===== src/hdl/wpc_regs.svh =====
// Register offsets, field layouts and timing counts for the wiper master controller.
// Assumes a 40 MHz system clock; included by bare name, definitions only.
`ifndef WPC_REGS_SVH
`define WPC_REGS_SVH

// Device side register map
`define WPC_DEV_WIPER_OFS     8'h00
`define WPC_DEV_WIPER_RESET   7'h40
`define WPC_ID_WIDTH          7
`define WPC_DIR_WRITE         1'b0
`define WPC_DIR_READ          1'b1

// Controller register map (own)
`define WPC_ADDR_W            4
`define WPC_REG_CTRL          4'h0
`define WPC_REG_WDATA         4'h1
`define WPC_REG_STATUS        4'h2
`define WPC_REG_RDATA         4'h3
`define WPC_REG_SLAVE         4'h4

// Control register fields
`define WPC_CTRL_GO_BIT       0
`define WPC_CTRL_RD_BIT       1
// Status register fields
`define WPC_ST_BUSY_BIT       0
`define WPC_ST_NACK_BIT       1
`define WPC_ST_DONE_BIT       2

// Bus timing: quarter period of the generated serial clock
`define WPC_SCL_PERIOD_NS     2600
`define WPC_CLK_PERIOD_NS     25
`define WPC_QTR_CYCLES        ((`WPC_SCL_PERIOD_NS / 4 + `WPC_CLK_PERIOD_NS - 1) / `WPC_CLK_PERIOD_NS)
`define WPC_SLAVE_RESET       7'h2A

`endif


===== src/hdl/wpc_pkg.sv =====
// Types shared by the wiper master controller.
// Assumes wpc_regs.svh supplies all numeric constants.
package wpc_pkg;

    typedef enum logic [3:0] {
        WPC_IDLE  = 4'h0,
        WPC_START = 4'h1,
        WPC_BITS  = 4'h2,
        WPC_ACK   = 4'h3,
        WPC_RSTRT = 4'h4,
        WPC_RBITS = 4'h5,
        WPC_MACK  = 4'h6,
        WPC_STOP  = 4'h7,
        WPC_FREE  = 4'h8
    } wpc_state_t;

    typedef enum logic [1:0] {
        WPC_PH_ID   = 2'h0,
        WPC_PH_ADDR = 2'h1,
        WPC_PH_DATA = 2'h2,
        WPC_PH_ID2  = 2'h3
    } wpc_phase_t;

endpackage


===== src/hdl/wpc_wiper_master.sv =====
// Two-wire bus master that writes and reads back the wiper position register
// of a 128-tap digital resistor divider slave.
// Assumes external pull-ups on both lines; the bench resolves the wires from the enables.
//
// Functional notes
// [RULE1] Slave holds seven-bit wiper tap register
// [RULE2] Higher code moves tap toward high end
// [RULE3] Slave presets wiper register to 40h
// [RULE4] Master starts transfers and drives clock
// [RULE5] Bytes shifted most significant bit first
// [RULE6] Data changes only while clock low
// [RULE7] Slave releases data line after power-up
// [RULE8] Slave ignores traffic until a START
// [RULE9] Slave ignores START during its power-up
// [RULE10] Master ends every transaction with STOP
// [RULE11] Transmitter releases, receiver acks ninth clock
// [RULE12] Slave acks id, address, write data
// [RULE13] Master acks read bytes to continue
// [RULE14] Id byte: address plus direction bit
// [RULE15] Write: START, id, address, data, STOP
// [RULE16] Slave loads wiper at last data bit
// [RULE17] Slave refuses nonzero address or id
// [RULE18] Read: id, address, restart, read id
// [RULE19] Slave sends while master keeps acking
// [RULE20] Master stops after last wanted byte
// [RULE21] Unacked read byte: slave releases line
// [RULE22] Store low seven bits, read MSB zero
`timescale 1ns/100ps
`include "wpc_regs.svh"

module wpc_wiper_master
    import wpc_pkg::*;
#(
    parameter int QTR_CYCLES = `WPC_QTR_CYCLES
)(
    input  wire logic                   mclk,
    input  wire logic                   sys_rst,
    input  wire logic [`WPC_ADDR_W-1:0] reg_addr,
    input  wire logic [7:0]             reg_wdata,
    input  wire logic                   reg_wr,
    input  wire logic                   reg_rd,
    output logic      [7:0]             reg_rdata,
    input  wire logic                   scl_in,
    output logic                        scl_out,
    output logic                        scl_oe,
    input  wire logic                   sda_in,
    output logic                        sda_out,
    output logic                        sda_oe
);

    // Elaboration check; the quarter counter is sixteen bits wide
    if (QTR_CYCLES < 1 || QTR_CYCLES > 65535) begin : g_qtr_check
        $error("QTR_CYCLES out of range");
    end

    // Register decode
    // Unmapped addresses ignore writes and read back as zero
    wire wr_ctrl  = reg_wr && (reg_addr == `WPC_REG_CTRL);
    wire wr_wdata = reg_wr && (reg_addr == `WPC_REG_WDATA);
    wire wr_slave = reg_wr && (reg_addr == `WPC_REG_SLAVE);

    // Controller state; a line is pulled low only while its low flag is set
    logic [6:0]  wdata_r;
    logic [6:0]  slave_r;
    logic [6:0]  rdata_r;
    logic        nack_r;
    logic        done_r;
    logic        is_read_r;
    wpc_state_t  state_r;
    wpc_phase_t  phase_r;
    logic [15:0] qcnt_r;
    logic [1:0]  quarter_r;
    logic [2:0]  bit_r;
    logic [7:0]  shift_r;
    logic        scl_low_r;
    logic        sda_low_r;
    logic        sda_s1_r;
    logic        sda_s2_r;
    logic        scl_s1_r;
    logic        scl_s2_r;

    // A GO while busy is dropped, not queued
    wire busy = (state_r != WPC_IDLE);
    wire go   = wr_ctrl && reg_wdata[`WPC_CTRL_GO_BIT] && !busy;

    // Read mux; wiper read data has MSB zero
    wire [7:0] status_v = {5'h00, done_r, nack_r, busy};
    wire [7:0] rd_mux   = (reg_addr == `WPC_REG_CTRL)   ? {6'h00, is_read_r, busy} :
                          (reg_addr == `WPC_REG_WDATA)  ? {1'b0, wdata_r} :
                          (reg_addr == `WPC_REG_STATUS) ? status_v :
                          (reg_addr == `WPC_REG_RDATA)  ? {1'b0, rdata_r} : // [RULE22]
                          (reg_addr == `WPC_REG_SLAVE)  ? {1'b0, slave_r} : 8'h00;

    // Read data one cycle after the strobe, held otherwise
    always_ff @(posedge mclk) begin
        if (sys_rst) begin
            reg_rdata <= 8'h00;
        end else if (reg_rd) begin
            reg_rdata <= rd_mux;
        end
    end

    // Software-written settings; only the low seven bits reach the wiper
    always_ff @(posedge mclk) begin
        if (sys_rst) begin
            wdata_r <= `WPC_DEV_WIPER_RESET;
            slave_r <= `WPC_SLAVE_RESET;
        end else begin
            if (wr_wdata) begin
                wdata_r <= reg_wdata[6:0]; // [RULE22]
            end
            if (wr_slave) begin
                slave_r <= reg_wdata[6:0];
            end
        end
    end

    // Input synchronisers; first stage feeds only the second
    // Reset to the released level so that no false edge follows reset
    always_ff @(posedge mclk) begin
        if (sys_rst) begin
            sda_s1_r <= 1'b1;
            sda_s2_r <= 1'b1;
            scl_s1_r <= 1'b1;
            scl_s2_r <= 1'b1;
        end else begin
            sda_s1_r <= sda_in;
            sda_s2_r <= sda_s1_r;
            scl_s1_r <= scl_in;
            scl_s2_r <= scl_s1_r;
        end
    end

    // Quarter-period tick; stalls while a slave holds the clock low
    // The stall has no limit: a slave that never lets go keeps busy high
    wire stretch = !scl_low_r && !scl_s2_r && (quarter_r == 2'd2);
    wire tick    = busy && !stretch && (qcnt_r == 16'(QTR_CYCLES - 1));

    always_ff @(posedge mclk) begin
        if (sys_rst || !busy || tick) begin
            qcnt_r <= 16'h0000;
        end else if (!stretch) begin
            qcnt_r <= qcnt_r + 16'h0001;
        end
    end

    // Byte to send after each phase: id carries direction in bit 0
    // The address byte is fixed at zero: the slave has a single register
    wire [7:0] id_wr   = {slave_r, `WPC_DIR_WRITE}; // [RULE14]
    wire [7:0] id_rd   = {slave_r, `WPC_DIR_READ};
    wire [7:0] next_tx = (phase_r == WPC_PH_ID)   ? `WPC_DEV_WIPER_OFS :
                         (phase_r == WPC_PH_ADDR) ? (is_read_r ? id_rd : {1'b0, wdata_r}) :
                         id_rd;

    // Each bit spans four quarters: 0 clock low set data, 1 low, 2 high sample, 3 high.
    // Data bits move only in quarter 0 with the clock low, so no false START or STOP.
    always_ff @(posedge mclk) begin
        if (sys_rst) begin
            state_r   <= WPC_IDLE;
            phase_r   <= WPC_PH_ID;
            quarter_r <= 2'd0;
            bit_r     <= 3'd7;
            shift_r   <= 8'h00;
            scl_low_r <= 1'b0;
            sda_low_r <= 1'b0;
            nack_r    <= 1'b0;
            done_r    <= 1'b0;
            is_read_r <= 1'b0;
            rdata_r   <= 7'h00;
        end else if (go) begin
            state_r   <= WPC_START; // [RULE4]
            phase_r   <= WPC_PH_ID;
            quarter_r <= 2'd0;
            is_read_r <= reg_wdata[`WPC_CTRL_RD_BIT];
            nack_r    <= 1'b0;
            done_r    <= 1'b0;
            shift_r   <= id_wr;
        end else if (tick) begin
            quarter_r <= quarter_r + 2'd1;
            case (state_r)
                // START: SDA falls with SCL high, then SCL falls
                WPC_START, WPC_RSTRT: begin
                    case (quarter_r)
                        2'd0: begin
                            sda_low_r <= 1'b0;
                        end
                        2'd1: begin
                            scl_low_r <= 1'b0;
                        end
                        2'd2: begin
                            sda_low_r <= 1'b1; // [RULE6]
                        end
                        default: begin
                            scl_low_r <= 1'b1;
                            bit_r     <= 3'd7;
                            state_r   <= WPC_BITS;
                        end
                    endcase
                end
                // Master transmits, MSB first
                WPC_BITS: begin
                    case (quarter_r)
                        2'd0: begin
                            sda_low_r <= !shift_r[7]; // [RULE5]
                        end
                        2'd1: begin
                            scl_low_r <= 1'b0;
                        end
                        2'd2: begin
                        end
                        default: begin
                            scl_low_r <= 1'b1;
                            shift_r   <= {shift_r[6:0], 1'b0};
                            bit_r     <= bit_r - 3'd1;
                            if (bit_r == 3'd0) begin
                                state_r <= WPC_ACK;
                            end
                        end
                    endcase
                end
                // Ninth clock: released line, slave must pull low
                WPC_ACK: begin
                    case (quarter_r)
                        2'd0: begin
                            sda_low_r <= 1'b0; // [RULE11]
                        end
                        2'd1: begin
                            scl_low_r <= 1'b0;
                        end
                        2'd2: begin
                            if (sda_s2_r) begin
                                nack_r <= 1'b1; // [RULE17]
                            end
                        end
                        default: begin
                            scl_low_r <= 1'b1;
                            bit_r     <= 3'd7;
                            shift_r   <= next_tx;
                            if (nack_r) begin
                                state_r <= WPC_STOP;
                            end else if (phase_r == WPC_PH_ID) begin
                                phase_r <= WPC_PH_ADDR; // [RULE12]
                                state_r <= WPC_BITS;
                            end else if (phase_r == WPC_PH_ADDR && is_read_r) begin
                                phase_r <= WPC_PH_ID2;
                                state_r <= WPC_RSTRT; // [RULE18]
                            end else if (phase_r == WPC_PH_ADDR) begin
                                phase_r <= WPC_PH_DATA;
                                state_r <= WPC_BITS; // [RULE15]
                            end else if (phase_r == WPC_PH_ID2) begin
                                state_r <= WPC_RBITS;
                            end else begin
                                state_r <= WPC_STOP; // [RULE16]
                            end
                        end
                    endcase
                end
                // Slave transmits; sample with the clock high
                WPC_RBITS: begin
                    case (quarter_r)
                        2'd0: begin
                            sda_low_r <= 1'b0;
                        end
                        2'd1: begin
                            scl_low_r <= 1'b0;
                        end
                        2'd2: begin
                            shift_r <= {shift_r[6:0], sda_s2_r}; // [RULE5]
                        end
                        default: begin
                            scl_low_r <= 1'b1;
                            bit_r     <= bit_r - 3'd1;
                            if (bit_r == 3'd0) begin
                                state_r <= WPC_MACK;
                            end
                        end
                    endcase
                end
                // One byte wanted: no acknowledge, slave lets go of the line
                WPC_MACK: begin
                    case (quarter_r)
                        2'd0: begin
                            sda_low_r <= 1'b0; // [RULE13]
                            rdata_r   <= shift_r[6:0]; // [RULE22]
                        end
                        2'd1: begin
                            scl_low_r <= 1'b0;
                        end
                        2'd2: begin
                        end
                        default: begin
                            scl_low_r <= 1'b1;
                            state_r   <= WPC_STOP; // [RULE21]
                        end
                    endcase
                end
                // STOP: SDA rises while SCL high
                WPC_STOP: begin
                    case (quarter_r)
                        2'd0: begin
                            sda_low_r <= 1'b1;
                        end
                        2'd1: begin
                            scl_low_r <= 1'b0;
                        end
                        2'd2: begin
                            sda_low_r <= 1'b0; // [RULE10]
                        end
                        default: begin
                            state_r <= WPC_FREE; // [RULE20]
                        end
                    endcase
                end
                // Bus free time before the next START
                // Four released quarters keep the free time at one full bit
                WPC_FREE: begin
                    if (quarter_r == 2'd3) begin
                        state_r <= WPC_IDLE;
                        done_r  <= 1'b1;
                    end
                end
                default: begin
                    state_r <= WPC_IDLE;
                end
            endcase
        end
    end

    // Open-drain drive: enable only to pull low, lines released in reset
    always_ff @(posedge mclk) begin
        if (sys_rst) begin
            scl_oe  <= 1'b0;
            sda_oe  <= 1'b0;
            scl_out <= 1'b0;
            sda_out <= 1'b0;
        end else begin
            scl_oe  <= scl_low_r;
            sda_oe  <= sda_low_r;
            scl_out <= 1'b0;
            sda_out <= 1'b0;
        end
    end

endmodule


===== config.mk =====
export PLATFORM = sky130hd
export DESIGN_NAME = wpc_wiper_master
export DESIGN_NICKNAME = d
export VERILOG_FILES = /design/src/hdl/wpc_pkg.sv /design/src/hdl/wpc_wiper_master.sv
export VERILOG_INCLUDE_DIRS = /design/src /design/src/hdl
export SDC_FILE = /design/constraint.sdc
export NUM_CORES = 1
export LEC_CHECK = 0
export BUFFER_PORTS_ARGS = -buffer_cell sky130_fd_sc_hd__buf_2
export CAP_MARGIN = 40
export CELL_PAD_IN_SITES_DETAIL_PLACEMENT = 2
export CELL_PAD_IN_SITES_GLOBAL_PLACEMENT = 2
export CORE_ASPECT_RATIO = 1.2
export CORE_MARGIN = 4
export CORE_UTILIZATION = 39
export DETAILED_ROUTE_END_ITERATION = 12
export MAX_ROUTING_LAYER = met4
export PLACE_DENSITY_LB_ADDON = 0.1
export SETUP_SLACK_MARGIN = 0.02
export SKIP_CTS_REPAIR_TIMING = 1
export SLEW_MARGIN = 40
export SYNTH_ARGS = -nofsm -noshare
export SYNTH_HDL_FRONTEND = slang
export SYNTH_SLANG_ARGS = --single-unit

===== constraint.sdc =====
create_clock -name mclk -period 5.05 [get_ports mclk]
set_input_delay 0.505 -clock mclk [delete_from_list [all_inputs] [get_ports mclk]]
set_output_delay 0.505 -clock mclk [all_outputs]
set_load 0.01 [all_outputs]

==> impl_metrics.ini <==
[detailed_routing]
wl_met2_um = 6080
num_vias = 3282
postRouteAntennaNets = 0
drc = 0
wl_met1_um = 4840
wire_per_inst_um = 19.5
vias_per_cell = 5.62
first_pass_iters = 4
wl_met3_um = 199
highest_layer = met4
drt-initial-drc-count = 88
routed_wl_um = 11400

[global_route]
overflow = 0
gr-usage-all-layers_pct = 21.8
antenna_found_initial = 0
first_global_vias = 3622
grt_pass1_wl_um = 19000
grt_max_degree = 32

[worst_setup_path]
cp_num_buf_inv = 1
crit_type = flop to flop
slowest_delay_ns = 0.56
cp_top_family = simple AND/OR/NAND/NOR gates
required_ns = 5.25
crit_chain = inv_1 -> ha_1 -> or3b_1 -> nand3_2 -> nor2_2 -> or3_1 -> nor2_1
cp_max_fo = 16
cp_slowest_cell = or3_1
cp-end-kind = flop
startpoint_type = flop
worst_ep_arrival_time_ns = 3.00

[synth]
yosys-top-cells-count = dfxtp_1, nor2_1, a21oi_1, mux2i_1, nand2_1
yosys-top-cells-area = dfxtp_1, nor2_1, mux2i_1, a21oi_1, xor2_1
yosysWarningCount = 0
synth-xor-area-share_pct = 3.68
synthDistinctLibCells = 65
synth_edf_count = 0
ys_ff_latch = 74
ys_seq_area_share_pct = 38.9
synthAdderAreaFrac_pct = 2.89
synth-simple-area-share_pct = 27.3
synth_top_family_by_area = simple AND/OR/NAND/NOR gates
yosys.cell_count.top_type = dfxtp_1
synth_area_per_cell_um2 = 8.56
synth.cell_area_um2 = 3810
async_reset_ff_share_pct = 0
synth-compound-area-share_pct = 15.2
synth_top_area_cell = dfxtp_1
yosysTopAreaCellShare_pct = 38.9
syn-instance-count = 445
synth-main-ff-cell = dfxtp_1
synth_mux_area_share_pct = 6.64

[pwr]
swShare_pct = 23.4
p_comb_share_pct = 4.0
p_leak_nw = 1.58
power_density_nw_per_um2 = 302
power_frac_clock_pct = 50.2
power.internal_mw = 0.992
irDropWorstVdd_v = 0.000153
power_frac_seq_pct = 45.8
switchingPower_mw = 0.304

[layout]
area_delta_synth_final_pct = 12.6
layout-drive-gt1-share_pct = 14.3
num_antenna_cells = 0
n_fill_cell = 1074
final_nets = 482
post-route-util_pct = 45.0
instances_no_fill = 584

[timing]
relSlewSlack_pct = 47.0
worst_slew_pin_slew_ns = 0.789
rsz0062_at_grt = false
finalCritPeriodShare_pct = 55.6
fmax_ghz = 0.356
slew_violations = 0
period_needed_ns = 2.81
skew_ns = 0.00692
setup_viol = 0
finalHoldViolations = 0
finalSetupTns_ns = 0

[die]
fp-row-count = 39
io_pins = 30
coreArea_um2 = 9520
fp.dieW_um = 98.2
start_util_pct = 40.0
die_h_um = 116
die_area_um2 = 11400

[clocking]
cts_sinks = 74
path_clk_slew_ns = 0.06
cts_root_buffer = clkbuf_16
numCtsBuffers = 9
htreeDepth = 3
cts.path.max_buffers = 2
clk_latency_ns = 0.34
cts_tree = done

[placed_design]
post-dp-hpwl_um = 7970
dp_cells = 568
gp_congestion = 0.814
io_buffer_count = 25

[flow_run]
drv_cap = 0

[outcome]
status = completed

[hold_path]
hold_path_class = input port to flop
## logic make-up (layout without fill, tap and decap cells)
group | count (synthesis) | after routing
AOI/OAI and AO/OA | 90 | 90
DFF | 74 | 74
muxes | 25 | 25
buffers and inverters | 45 | 59
xor gates and xnor gates | 16 | 16
and+or+nand+nor | 185 | 185
adders and majority gates | 9 | 9
other | 1 | 3
## flip-flops by register name, indices dropped and copies added (netlist names)
register / count
quarter_r: 2
sda_s1_r: 1
sda_s2_r: 1
qcnt_r: 16
sda_low_r: 1
scl_s1_r: 1
scl_s2_r: 1
rdata_r: 7
done_r: 1
slave_r: 7
reg_rdata: 7
state_r: 4
scl_oe: 1
nack_r: 1
phase_r: 2
bit_r: 3
wdata_r: 7
scl_low_r: 1
sda_oe: 1
shift_r: 8
is_read_r: 1
## worst reg2reg max path: cells and delay by family (launching register included)
| family | cells | cell delay [ns] |
|---|---|---|
| adder cells (fa/ha/maj) | 1 | 0.31 |
| buffers and inverters | 1 | 0.10 |
| AND/OR/NAND/NOR | 5 | 1.85 |
| flip-flops | 1 | 0.40 |
## layout make-up
cell class                      instances  area (µm²)  area share [%]
Multi-Input combinational cell        328        2140            50.0
Sequential cell                        74        1480            34.6
Clock buffer                           10         229            5.34
Timing Repair Buffer                   30         163            3.79
Tap cell                              123         154            3.59
Clock inverter                          6        66.3            1.55
Inverter                               13        48.8            1.14
## final timing paths
path | startpoint | endpoint | slack (ns) | depth (start not counted)
min reg2reg | scl_s1_r | scl_s2_r | 0.43 | 1
min | sda_in | sda_s1_r | 0.35 | 2
max reg2reg | quarter_r[0] | qcnt_r[5] | 2.24 | 7
max | quarter_r[0] | qcnt_r[5] | 2.24 | 7
## per-layer routing
metal / vias up / track usage, %
met3: 17 / 3.35
met4: 0 / 8.38
met5: - / -
li1: 1591 / -
met2: 33 / 39.3
met1: 1641 / 24.4
## stage by stage
stage	power, mW	setup WS (ns)	hold WS (ns)	cell area, µm²
after detailed placement	0.659	2.16	0.416	3990
after floorplan	0.639	2.77	0.389	3810
after global placement	0.657	2.03	0.410	3990
final	1.30	2.24	0.347	4290
after CTS	1.31	2.15	0.338	4290
after global routing	1.35	1.92	0.348	4290
## layout by cell type (no fill, tap or decap), types with 9 or more instances in the layout
| cell | synthesis | layout |
|---|---|---|
| nand3b_1 | 9 | 9 |
| nand2_1 | 23 | 23 |
| nand3_1 | 12 | 12 |
| clkbuf_16 | 0 | 9 |
| mux2i_1 | 23 | 23 |
| inv_1 | 13 | 13 |
| dfxtp_1 | 74 | 74 |
| a21oi_1 | 30 | 30 |
| buf_2 | 5 | 25 |
| nor2_1 | 64 | 63 |
| a22oi_1 | 12 | 12 |
| xor2_1 | 13 | 13 |
| o21ai_0 | 16 | 16 |
## power by group through the flow
stage	Sequential, mW	Clock (mW)	Combinational [mW]
CTS	0.594	0.667	0.0527
detailed placement	0.606	0	0.0523
global route	0.594	0.695	0.0586
finish	0.593	0.650	0.0522
global placement	0.606	0	0.0513
floorplan	0.606	0	0.0336
Power figures use the tool's default switching activity.
